$ cat config.mk
export PLATFORM = sky130hd
export DESIGN_NAME = acc_ctrl
export DESIGN_NICKNAME = d
export VERILOG_FILES = /design/src/hdl/acc_pkg.sv /design/src/hdl/acc_sync.sv /design/src/hdl/acc_ctrl.sv
export SDC_FILE = /design/constraint.sdc
export NUM_CORES = 1
export LEC_CHECK = 0
export BUFFER_PORTS_ARGS = -buffer_cell sky130_fd_sc_hd__clkbuf_2
export CORE_ASPECT_RATIO = 0.8
export CORE_MARGIN = 2
export CORE_UTILIZATION = 50
export DETAILED_ROUTE_END_ITERATION = 10
export PLACE_DENSITY = 0.73
export SYNTH_ARGS = -nofsm -noshare
export SYNTH_HDL_FRONTEND = slang
export SYNTH_SLANG_ARGS = --single-unit
$ cat constraint.sdc
create_clock -name clk_sys -period 4.9 [get_ports clk_sys]
set_input_delay 0.49 -clock clk_sys [delete_from_list [all_inputs] [get_ports clk_sys]]
set_output_delay 0.49 -clock clk_sys [all_outputs]
set_load 0.01 [all_outputs]
$ cat src/hdl/acc_pkg.sv
// Purpose: shared constants for the converter calibration and clock divider control
// Assumes: 50 MHz system clock, 8-bit register address space
// Notes: timing figures kept in their own units, cycle counts derived from them
`default_nettype none
package acc_pkg;
    // ==========================================================
    // clock and timing
    localparam int unsigned CLK_HZ = 50_000_000; // system clock rate
    localparam int unsigned CAL_NOM_MS = 200; // nominal calibration time
    localparam int unsigned CAL_MAX_MS = 550; // longest calibration time
    localparam int unsigned CAL_NOM_CYC = CAL_NOM_MS * (CLK_HZ / 1000);
    localparam int unsigned CAL_MAX_CYC = CAL_MAX_MS * (CLK_HZ / 1000);
    localparam int unsigned RELOCK_US = 52; // dll relock time at full rate
    localparam int unsigned RELOCK_CYC = RELOCK_US * (CLK_HZ / 1_000_000);
    // ==========================================================
    // register map
    localparam logic [7:0] ADDR_STATUS = 8'hb6; // calibration_status
    localparam logic [7:0] ADDR_CLKCTRL = 8'h60; // clock control
    localparam int unsigned ST_DONE_BIT = 0; // calibration done
    localparam int unsigned ST_LOCK_BIT = 1; // dll locked
    localparam int unsigned CC_RATIO_LSB = 0; // programmed ratio code, 2 bits
    localparam int unsigned CC_OVR_BIT = 2; // programmed ratio overrides pin
    localparam int unsigned CC_SLOW_BIT = 3; // dll slow range
    localparam int unsigned CC_SLIP_BIT = 4; // phase slip request, self clearing
    localparam logic [7:0] CLKCTRL_RESET = 8'h00; // fast range, pin ratio
    // ==========================================================
    // data and divider
    localparam logic [15:0] CAL_CODE = 16'hcccc; // output code during calibration
    typedef enum logic [1:0] {
        ACC_DIV1 = 2'b00,
        ACC_DIV2 = 2'b01,
        ACC_DIV4 = 2'b10
    } acc_div_t;
    typedef enum logic [1:0] {
        ACC_POR = 2'b00,
        ACC_HOLD = 2'b01,
        ACC_CAL = 2'b10,
        ACC_DONE = 2'b11
    } acc_state_t;
endpackage
`default_nettype wire

$ cat src/hdl/acc_sync.sv
// Purpose: three-stage synchroniser for an asynchronous pin level
// Assumes: input is a slow level compared with clk_sys
// Notes: a change counts once stages two and three agree
`default_nettype none
module acc_sync #(
    parameter logic RESET_VAL = 1'b0
) (
    input wire logic clk_sys,
    input wire logic rst,
    input wire logic async_in,
    output logic sync_out
);
    // ==========================================================
    // capture chain
    logic s1_q, s2_q, s3_q, out_q; // chain stages and filtered result
    logic out_d; // next filtered value
    // keep the old value until the last two stages agree
    always_comb begin
        out_d = (s2_q == s3_q) ? s3_q : out_q;
    end
    // stage one feeds stage two only
    always_ff @(posedge clk_sys or posedge rst) begin
        if (rst) begin
            s1_q <= RESET_VAL;
            s2_q <= RESET_VAL;
            s3_q <= RESET_VAL;
            out_q <= RESET_VAL;
        end else begin
            s1_q <= async_in;
            s2_q <= s1_q;
            s3_q <= s2_q;
            out_q <= out_d;
        end
    end
    assign sync_out = out_q;
endmodule
`default_nettype wire

$ cat src/hdl/acc_ctrl.sv
// Purpose: calibration sequencer and sample clock divider control of the converter
// Assumes: conversion clock is clk_sys, pins are asynchronous and pass acc_sync
// Notes: calib_reset_n is open drain, oe_n low means the block pulls it low
// Overview of operation
// - calibrate automatically once both supplies good
// - hold reset line low during power-on detection
// - start calibration on reset line rising edge
// - status bit zero shows calibration done flag
// - output code cccc while calibrating
// - divide by one: output clock always toggles
// - divide two/four: clock low during reset
// - calibration lasts 200ms nominal, 550ms most
// - decode three-level divide select pin
// - programmed ratio overrides the pin
// - dll relocks 52us after change at divide one, twice or four times that at two/four
// - dll slow or default fast range
// - phase slip aligns divider at two/four
// - sample clock is full, half or quarter rate
`default_nettype none
module acc_ctrl
    import acc_pkg::*;
#(
    parameter int unsigned CAL_CYCLES = acc_pkg::CAL_NOM_CYC, // calibration length
    parameter int unsigned RELOCK_CYCLES = acc_pkg::RELOCK_CYC // dll relock length
) (
    input wire logic clk_sys,
    input wire logic rst,
    input wire logic supplies_good, // analog and digital supplies above threshold
    input wire logic calib_reset_n_i, // level seen on the reset pin
    output logic calib_reset_n_o, // driven level, always low
    output logic calib_reset_n_oe_n, // low while the block pulls the pin low
    input wire logic div_pin_at_ground, // divide_select_pin tied to analog_ground_level
    input wire logic div_pin_at_supply, // divide_select_pin tied to analog_supply_level
    input wire logic divider_sync_reset, // aligns the divider phase
    input wire logic [7:0] reg_addr, // register address
    input wire logic reg_wr, // one-cycle write strobe
    input wire logic [7:0] reg_wdata, // write data
    input wire logic reg_rd, // one-cycle read strobe
    output logic [7:0] reg_rdata, // read data, valid the cycle after reg_rd
    input wire logic [15:0] conv_data, // conversion results from the core
    output logic [15:0] data_out, // parallel data outputs
    output logic sample_clock_out_p, // output clock
    output logic sample_clock_out_n, // output clock complement
    output logic sample_en, // one-cycle internal sample clock enable
    output logic dll_slow_range // dll range to the analog side
);
    import acc_pkg::*;
    // ==========================================================
    // pin synchronisers
    logic pwr_s, rstn_s, gnd_s, sup_s, dsr_s; // synchronised pin levels
    acc_sync #(.RESET_VAL(1'b0)) u_pwr (.clk_sys(clk_sys), .rst(rst), .async_in(supplies_good), .sync_out(pwr_s));
    acc_sync #(.RESET_VAL(1'b0)) u_rstn (.clk_sys(clk_sys), .rst(rst), .async_in(calib_reset_n_i),
        .sync_out(rstn_s));
    acc_sync #(.RESET_VAL(1'b0)) u_gnd (.clk_sys(clk_sys), .rst(rst), .async_in(div_pin_at_ground),
        .sync_out(gnd_s));
    acc_sync #(.RESET_VAL(1'b0)) u_sup (.clk_sys(clk_sys), .rst(rst), .async_in(div_pin_at_supply),
        .sync_out(sup_s));
    acc_sync #(.RESET_VAL(1'b0)) u_dsr (.clk_sys(clk_sys), .rst(rst), .async_in(divider_sync_reset),
        .sync_out(dsr_s));
    // ==========================================================
    // calibration sequencer
    acc_state_t st_q, st_d; // sequencer state
    logic [31:0] cal_cnt_q, cal_cnt_d; // calibration time counter
    logic rstn_q, rstn_d; // previous synchronised reset level for edge detect
    logic done_q, done_d; // calibration done flag
    logic oe_n_q, oe_n_d; // pin pull-down enable, low pulls
    logic rise; // rising edge of the reset line
    // next state of the sequencer
    always_comb begin
        st_d = st_q;
        cal_cnt_d = cal_cnt_q;
        done_d = done_q;
        oe_n_d = 1'b1;
        rstn_d = rstn_s;
        rise = rstn_s & ~rstn_q;
        case (st_q)
            // supplies not yet good: pull the line low
            ACC_POR: begin
                oe_n_d = pwr_s;
                if (pwr_s) begin
                    st_d = ACC_HOLD;
                end
            end
            // waiting for the line to rise
            ACC_HOLD: begin
                if (rise) begin
                    st_d = ACC_CAL;
                    cal_cnt_d = 32'h0000_0000;
                end
            end
            // calibrating for the set time
            ACC_CAL: begin
                if (!rstn_s) begin
                    st_d = ACC_HOLD; // restart on a new reset pulse
                end else if (cal_cnt_q >= CAL_CYCLES - 1) begin
                    st_d = ACC_DONE;
                    done_d = 1'b1;
                end else begin
                    cal_cnt_d = cal_cnt_q + 32'h0000_0001;
                end
            end
            // calibrated: a low pulse requests recalibration
            ACC_DONE: begin
                if (!rstn_s) begin
                    st_d = ACC_HOLD;
                end
            end
            default: begin
                st_d = ACC_POR;
            end
        endcase
        if (!pwr_s) begin
            st_d = ACC_POR; // supplies lost: back to power-on detection
            oe_n_d = 1'b0;
        end
        if (!rstn_s || !pwr_s) begin
            done_d = 1'b0;
        end
    end
    // sequencer registers
    always_ff @(posedge clk_sys or posedge rst) begin
        if (rst) begin
            st_q <= ACC_POR;
            cal_cnt_q <= 32'h0000_0000;
            rstn_q <= 1'b0;
            done_q <= 1'b0;
            oe_n_q <= 1'b0;
        end else begin
            st_q <= st_d;
            cal_cnt_q <= cal_cnt_d;
            rstn_q <= rstn_d;
            done_q <= done_d;
            oe_n_q <= oe_n_d;
        end
    end
    assign calib_reset_n_o = 1'b0;
    assign calib_reset_n_oe_n = oe_n_q;
    // ==========================================================
    // registers
    logic [7:0] ctrl_q, ctrl_d; // clock control register
    logic [7:0] rdata_q, rdata_d; // read data
    logic slip_q, slip_d; // phase slip pulse
    logic lock_q; // dll locked
    // decode writes and reads
    always_comb begin
        ctrl_d = ctrl_q;
        rdata_d = rdata_q;
        slip_d = 1'b0;
        if (reg_wr && reg_addr == ADDR_CLKCTRL) begin
            ctrl_d = reg_wdata;
            ctrl_d[CC_SLIP_BIT] = 1'b0;
            slip_d = reg_wdata[CC_SLIP_BIT];
        end
        if (reg_rd) begin
            case (reg_addr)
                ADDR_STATUS: begin
                    rdata_d = 8'h00;
                    rdata_d[ST_DONE_BIT] = done_q;
                    rdata_d[ST_LOCK_BIT] = lock_q;
                end
                ADDR_CLKCTRL: begin
                    rdata_d = ctrl_q;
                end
                default: begin
                    rdata_d = 8'h00; // unmapped reads zero
                end
            endcase
        end
    end
    // register file
    always_ff @(posedge clk_sys or posedge rst) begin
        if (rst) begin
            ctrl_q <= CLKCTRL_RESET;
            rdata_q <= 8'h00;
            slip_q <= 1'b0;
        end else begin
            ctrl_q <= ctrl_d;
            rdata_q <= rdata_d;
            slip_q <= slip_d;
        end
    end
    assign reg_rdata = rdata_q;
    assign dll_slow_range = ctrl_q[CC_SLOW_BIT];
    // ==========================================================
    // divide ratio, divider and dll lock
    acc_div_t ratio, ratio_q; // selected ratio and its last value
    logic [1:0] dcnt_q, dcnt_d; // divider phase
    logic en_q, en_d; // sample enable
    logic clk_q, clk_d; // output clock level
    logic clk_n_q, clk_n_d; // complement output clock level, own flop
    logic [15:0] dout_q, dout_d; // output data
    logic [15:0] lk_q, lk_d; // relock counter
    logic lock_d; // next lock flag
    logic [1:0] top; // last divider phase
    logic [17:0] relock_len; // relock time scaled by the ratio
    // ratio selection and divider step
    always_comb begin
        if (ctrl_q[CC_OVR_BIT]) begin
            ratio = acc_div_t'(ctrl_q[CC_RATIO_LSB +: 2]);
        end else if (gnd_s) begin
            ratio = ACC_DIV2;
        end else if (sup_s) begin
            ratio = ACC_DIV4;
        end else begin
            ratio = ACC_DIV1;
        end
        case (ratio)
            ACC_DIV2: top = 2'd1;
            ACC_DIV4: top = 2'd3;
            default: top = 2'd0;
        endcase
        // lock time grows as the sample rate falls
        relock_len = (ratio == ACC_DIV4) ? 18'(RELOCK_CYCLES * 4) :
            (ratio == ACC_DIV2) ? 18'(RELOCK_CYCLES * 2) : 18'(RELOCK_CYCLES);
        dcnt_d = (dcnt_q >= top) ? 2'd0 : dcnt_q + 2'd1;
        if (slip_q && ratio != ACC_DIV1) begin
            dcnt_d = dcnt_q;
        end
        if (dsr_s) begin
            dcnt_d = 2'd0;
        end
        en_d = (dcnt_d == 2'd0);
        clk_d = en_d ? ~clk_q : clk_q;
        if (ratio != ACC_DIV1 && !rstn_s) begin
            clk_d = 1'b0;
        end
        clk_n_d = ~clk_d; // complement registered so the pin comes from a flop
        dout_d = (st_q == ACC_DONE) ? conv_data : CAL_CODE;
        lk_d = lk_q;
        lock_d = lock_q;
        if (ratio != ratio_q || dsr_s) begin
            lk_d = 16'h0000;
            lock_d = 1'b0;
        end else if (!lock_q) begin
            if (18'(lk_q) >= relock_len - 18'd1) begin
                lock_d = 1'b1;
            end else begin
                lk_d = lk_q + 16'h0001;
            end
        end
    end
    // divider registers
    always_ff @(posedge clk_sys or posedge rst) begin
        if (rst) begin
            ratio_q <= ACC_DIV1;
            dcnt_q <= 2'd0;
            en_q <= 1'b0;
            clk_q <= 1'b0;
            clk_n_q <= 1'b1;
            dout_q <= CAL_CODE;
            lk_q <= 16'h0000;
            lock_q <= 1'b0;
        end else begin
            ratio_q <= ratio;
            dcnt_q <= dcnt_d;
            en_q <= en_d;
            clk_q <= clk_d;
            clk_n_q <= clk_n_d;
            dout_q <= dout_d;
            lk_q <= lk_d;
            lock_q <= lock_d;
        end
    end
    assign sample_en = en_q;
    assign sample_clock_out_p = clk_q;
    assign sample_clock_out_n = clk_n_q;
    assign data_out = dout_q;
endmodule
`default_nettype wire

==> results.toml, run 1 <==
[synthesis]
yosys.area.top_type = "dfrtp_1"
synth-edff-count = 0
synth_top_cell_area_share_pct = 49.8
yosys_warnings = 0
ys_ff_latch = 112
synthCells = 487
synthArstFlopShare_pct = 100
yosys-top-cells-area = "dfrtp_1 50%, ha_1 5.8%, dfstp_2 4.6%"
ys_types = 53
synthesis.area_um2 = 5180
avgSynthCellArea_um2 = 10.6
ys.flop_type = "dfrtp_1"
yosysSeqAreaShare_pct = 54.3

[pwr]
power_frac_clock_pct = 35.3
pwr-share-comb_pct = 15.4
pwr-share-seq_pct = 49.2
p_leak_nw = 2.68
ir_drop_v = 0.000330
p_switching_mw = 0.598
swShare_pct = 29.2
p_per_area_nw_per_um2 = 347
p_int_mw = 1.45

[clocking]
cts_resized = 0
post-cts-setup-buffer-count = 0
clk_latency_ns = 0.35
cts_root_buffer = "clkbuf_16"
cts_tree = "built"
cts.path.max_buffers = 2
holdBufCountCts = 0
path_clk_slew_ns = 0.08
numCtsBuffers = 9
cts_max_level = 3
cts.sinks = 112

[setup_path]
crit_fanout = 25
cp-start-kind = "flip-flop"
cp.required_ns = 5.16
arrival_ns = 3.68
path_common_cell = "a21oi_1"
cp-end-kind = "flip-flop"
slowest_delay_ns = 0.59
rrSetupSlack_ns = 1.48
path_class = "flip-flop to flip-flop"
cpMaxStageDelayCell = "or4_1"
path_cells = "mux2i_1, inv_1, ha_1, inv_1, ha_1, a21oi_1, o21ai_0, a21oi_1, o21ai_2, or4_1, a21oi_1"

[sta]
fmax_mhz = 292
worst_slew_pin_slew_ns = 1.04
finalHoldViolations = 0
slew_headroom_pct = 30.9
skew_ns = 0.00985
fin_setup_tns_ns = 0
min_period_ns = 3.42
drv_slew = 0
rsz0062_at_grt = "false"
setup_viol = 0
post-route-period-util_pct = 69.8

[placed_design]
gp_congestion = 0.798
dp.cells = 675
portBuffers = 68
dp_hpwl_mm = 7.19

[floorplan]
die_area_um2 = 11200
fp.dieW_um = 118
die_h_um = 95.0
core_um2 = 10200
io_pins = 71
num_rows = 33
initial_utilization_pct = 51.0

[global_routing]
grt_pass1_vias = 3701
grtUsageTotal_pct = 19.6
grt_overflow = 0
grt_first_pass_wirelength_mm = 17.6
grt_antenna_before_repair = 0
grt_max_degree = 60

[layout]
finalNonFillerCells = 691
fillers = 881
drive_gt1_share_pct = 20.5
final_net_count = 611
area_growth_pct = 13.9
antenna_cells = 0

[outcome]
status = "completed"

[drt]
first_pass_iters = 4
first_iter_violations = 187
finalWirelength_mm = 10.3
wl_per_cell_um = 15.0
drtAntennaViolNets = 0
num_vias = 3832
via_per_inst = 5.55
drc_errors = 0

[hold_path]
hold_class = "input pin to asynchronous set/reset pin"

[run]
max_cap_viol_count = 0
## final cells by class
type	count	area, um^2	share of cell area [%]
clock inverter	7	75.1	1.27
sequential	112	2810	47.7
timing repair buffer	69	348	5.89
clock buffer	9	225	3.82
tap	140	175	2.97
multi-input combinational	333	2180	37.0
inverter	21	81.3	1.38
## Yosys cell counts, types with 5 or more instances
master and instances:
maj3_1 5, o21ai_0 39, ha_1 24, dfrtp_1 103
or4_1 10, mux2_2 7, clkbuf_1 17, inv_1 21
nor2_1 22, nand3_1 21, and3_1 7, a31oi_1 7
nor3_1 7, o21a_1 6, nor4_1 5, nand4_1 8
nand2_1 32, a21oi_1 29, dfstp_2 9, o31ai_1 26
and2_1 20, nand2b_1 12
## power by group through the flow
| stage | Clock (mW) | Sequential [mW] | Combinational, mW |
|---|---|---|---|
| 5_1_grt | 0.774 | 1.01 | 0.364 |
| 2_1_floorplan | 0 | 1.03 | 0.222 |
| 6_report | 0.723 | 1.01 | 0.315 |
| 4_1_cts | 0.743 | 1.01 | 0.321 |
| 3_5_place_dp | 0 | 1.03 | 0.317 |
| 3_3_place_gp | 0 | 1.02 | 0.305 |
## registers in the layout, summed over array words and instances (netlist names), 2 cells and up
name,count
ratio_q,2
reg_rdata,7
lk_q,16
cal_cnt_q,32
ctrl_q,7
data_out,16
st_q,2
dcnt_q,2
## stage by stage
| stage | util [%] | setup WS (ns) | total power, mW | area, um^2 | hold WS [ns] |
|---|---|---|---|---|---|
| final | 58.1 | 1.48 | 2.05 | 5900 | 0.236 |
| after detailed placement | 55.1 | 1.55 | 1.34 | 5600 | 0.337 |
| after floorplan | - | 1.47 | 1.25 | 5180 | 0.331 |
| after CTS | 58.1 | 1.49 | 2.07 | 5900 | 0.228 |
| after global routing | 58.1 | 1.27 | 2.15 | 5900 | 0.225 |
| after global placement | 55.1 | 1.72 | 1.33 | 5600 | 0.332 |
## layout by cell type, fill, tap and decap left out, drive strengths merged, types with 22 or more instances in the layout
| cell type | Yosys | routed |
|---|---|---|
| o31ai | 26 | 26 |
| nand2 | 33 | 33 |
| inv | 21 | 24 |
| a21oi | 29 | 29 |
| nor2 | 22 | 22 |
| ha | 24 | 24 |
| o21ai | 40 | 40 |
| clkbuf | 18 | 77 |
| dfrtp | 103 | 103 |
## layer usage
metal  track usage (%)  up-vias  wire (um)
met4              5.72        0         96
met2              31.6       96       4810
met5                 0        -          0
met3              5.14        7        647
li1                  -     1872          -
met1              26.7     1857       4780
## path summary, 6_finish.rpt
path	start	endpoint	depth (start not counted)
max	ctrl_q[2]	lk_q[9]	11
min in group clk_sys	div_pin_at_supply	u_sup.s1_q	1
max in group asynchronous	rst	lk_q[1]	3
min reg2reg	u_sup.s1_q	u_sup.s2_q	0
max reg2reg	ctrl_q[2]	lk_q[9]	11
min	rst	calib_reset_n_oe_n	2
## critical path: cells and delay by family, from the launching register on
kind,cells,cell delay [ns]
mux,1,0.46
buf+inv,2,0.27
compound gates,5,0.98
simple gates,1,0.59
flops,1,0.43
fa+ha+maj,2,0.59
## logic make-up after synthesis
logic type | count (synthesis) | synth area share, %
fa+ha+maj | 29 | 6.76
flops | 112 | 54.3
simple gates | 160 | 16.8
xor+xnor | 5 | 0.846
buf+inv | 43 | 3.67
mux | 10 | 2.10
compound gates | 126 | 15.4
other cells | 2 | 0.145
No activity file was read; power rests on OpenSTA's default activity.
==> inputs of run 2 (changes only) <==
--- a/config.mk
+++ b/config.mk
@@ -10,7 +10,7 @@
 export CORE_MARGIN = 2
 export CORE_UTILIZATION = 50
 export DETAILED_ROUTE_END_ITERATION = 10
-export PLACE_DENSITY = 0.73
+export PLACE_DENSITY = 0.76
 export SYNTH_ARGS = -nofsm -noshare
 export SYNTH_HDL_FRONTEND = slang
 export SYNTH_SLANG_ARGS = --single-unit
==> constraint.sdc (replaced) <==
create_clock -name clk_sys -period 2.8 [get_ports clk_sys]
set_input_delay 0.28 -clock clk_sys [delete_from_list [all_inputs] [get_ports clk_sys]]
set_output_delay 0.28 -clock clk_sys [all_outputs]
set_load 0.01 [all_outputs]
==> run 2 against run 1 <==
Against the previous run: the flow now finishes with violations (setup timing); critical path depth rose by 3; critical endpoint is now lk_q[0]; die area is the same; sequential power is 75% higher; count of clock-buffer cells in the layout rose by 1.
==> results.toml, run 2 (synthesis gave the netlist of run 1 again) <==
[placed_design]
gp_congestion = 0.858
portBuffers = 68
dp_hpwl_mm = 7.49

[layout]
largest_reg_flops = 32
final_net_count = 645
area_growth_pct = 25.0
drive_gt1_share_pct = 31.5
final_common_cell = "dfrtp_1"
antenna_cells = 0
final_cell_mix = "102 x dfrtp_1, 68 x clkbuf_2, 35 x o21ai_0"
final_core_util_pct = 63.7
fillers = 764
top_register = "cal_cnt_q"

[pwr]
ir_drop_v = 0.000444
power_mw = 3.74
p_int_mw = 2.64
swShare_pct = 29.4
power_frac_clock_pct = 34.6
pwr-share-seq_pct = 47.2
p_switching_mw = 1.10
pwr-share-comb_pct = 18.1
p_per_area_nw_per_um2 = 578
p_leak_nw = 2.88

[clocking]
path_clk_slew_ns = 0.08
cts_tree = "built"
numCtsBuffers = 9
cts.sinks = 112
cts.path.max_buffers = 2
cts_max_level = 3
clk_latency_ns = 0.35
holdBufCountCts = 0
cts_root_buffer = "clkbuf_16"

[setup_path]
rrSetupSlack_ns = -0.14
cp.required_ns = 3.02
crit_fanout = 7
arrival_ns = 3.16
r2r_cells = 14
cp-start-kind = "flip-flop"
path_class = "flip-flop to flip-flop"
cp-end-kind = "flip-flop"
r2r-end = "lk_q[0]"
r2r-start = "u_gnd.sync_out"

[global_routing]
grt_overflow = 0
grt_pass1_vias = 3972
grtUsageTotal_pct = 20.2
grt_antenna_before_repair = 0
grt_first_pass_wirelength_mm = 18.5
grt_max_degree = 38

[floorplan]
die_h_um = 95.0
core_um2 = 10200
num_rows = 33
io_pins = 71
fp.dieW_um = 118
die_area_um2 = 11200
initial_utilization_pct = 51.0

[drt]
finalWirelength_mm = 11.7
num_vias = 4040
first_iter_violations = 272
wl_per_cell_um = 16.1
drc_errors = 0
first_pass_iters = 4
via_per_inst = 5.57
drtAntennaViolNets = 0

[sta]
min_period_ns = 2.94
finalHoldViolations = 0
fmax_mhz = 340
drv_slew = 0
slew_headroom_pct = 45.8
skew_ns = 0.00703
post-route-period-util_pct = 105
rsz0062_at_grt = "true"
worst_slew_pin_slew_ns = 0.806
fin_ws_ns = -0.140
setup_viol = 14

[hold_path]
hold_depth = 1
min_to = "u_sup.s1_q"
hp-start = "div_pin_at_supply"
hold_class = "input pin to flip-flop"

[outcome]
status = "complete, but fails checks"
violations = "setup timing"

[run]
max_cap_viol_count = 0
run 2: worst max-delay path by stage:
stage / start / end / slack, ns / cells after the start
after floorplan: ctrl_q[2] / lk_q[8] / 0.03 / 12
after global placement: ctrl_q[2] / lk_q[3] / -0.03 / 12
after detailed placement: ctrl_q[2] / lk_q[3] / -0.19 / 12
after CTS: u_gnd.sync_out / lk_q[13] / -0.07 / 10
after global routing: ctrl_q[2] / lk_q[0] / -0.22 / 13
final: u_gnd.sync_out / lk_q[0] / -0.14 / 14
run 2: power groups by stage:
stage	Clock (mW)	Combinational, mW	Sequential (mW)
after floorplan	0	0.392	1.80
after global placement	0	0.585	1.79
after detailed placement	0	0.608	1.80
after CTS	1.31	0.637	1.77
after global routing	1.38	0.758	1.78
final	1.30	0.679	1.77
run 2: routing by layer:
metal,vias up,GRT usage [%],share of wire (%)
met5,-,0,0
met4,0,5.32,0.88
met3,10,4.84,4.7
met2,105,33.9,52
met1,1985,26.7,43
li1,1940,-,-
run 2: critical path, stage by stage, from the launching register on:
cell     delay, ns
dfrtp_1       0.42
buf_6         0.14
mux2i_4       0.25
inv_2         0.11
ha_4          0.30
inv_4         0.05
ha_4          0.29
nand2_4       0.07
nor3_4        0.20
a21oi_2       0.10
buf_4         0.15
o21ai_4       0.32
buf_6         0.16
xor2_1        0.17
nor2_1        0.07
run 2: repair_timing:
action / 4_1_cts / 5_1_grt
setup endpoints to repair: 15 / 17
cloned: 1 / 0
pin swaps: 19 / 16
resized for setup: 21 / 38
setup buffers: 8 / 6
run 2: area by class of cell:
| class | count | area (um^2) | area share (%) |
|---|---|---|---|
| Multi-Input combinational cell | 334 | 2440 | 37.6 |
| Sequential cell | 112 | 2820 | 43.5 |
| Clock buffer | 10 | 239 | 3.69 |
| Tap cell | 140 | 175 | 2.71 |
| Timing Repair Buffer | 102 | 654 | 10.1 |
| Clock inverter | 6 | 68.8 | 1.06 |
| Inverter | 21 | 85.1 | 1.31 |
run 2: metrics by stage:
step	setup WS [ns]	TNS (ns)	hold slack (ns)	cells	cell area, um^2
2_1_floorplan	0.0260	0	0.311	488	5210
3_3_place_gp	-0.0312	-0.0800	0.337	694	5790
3_5_place_dp	-0.189	-2.15	0.337	694	5790
4_1_cts	-0.0696	-0.204	0.0228	719	6260
5_1_grt	-0.225	-2.01	0.0252	725	6470
6_report	-0.140	-1.13	0.0327	725	6470
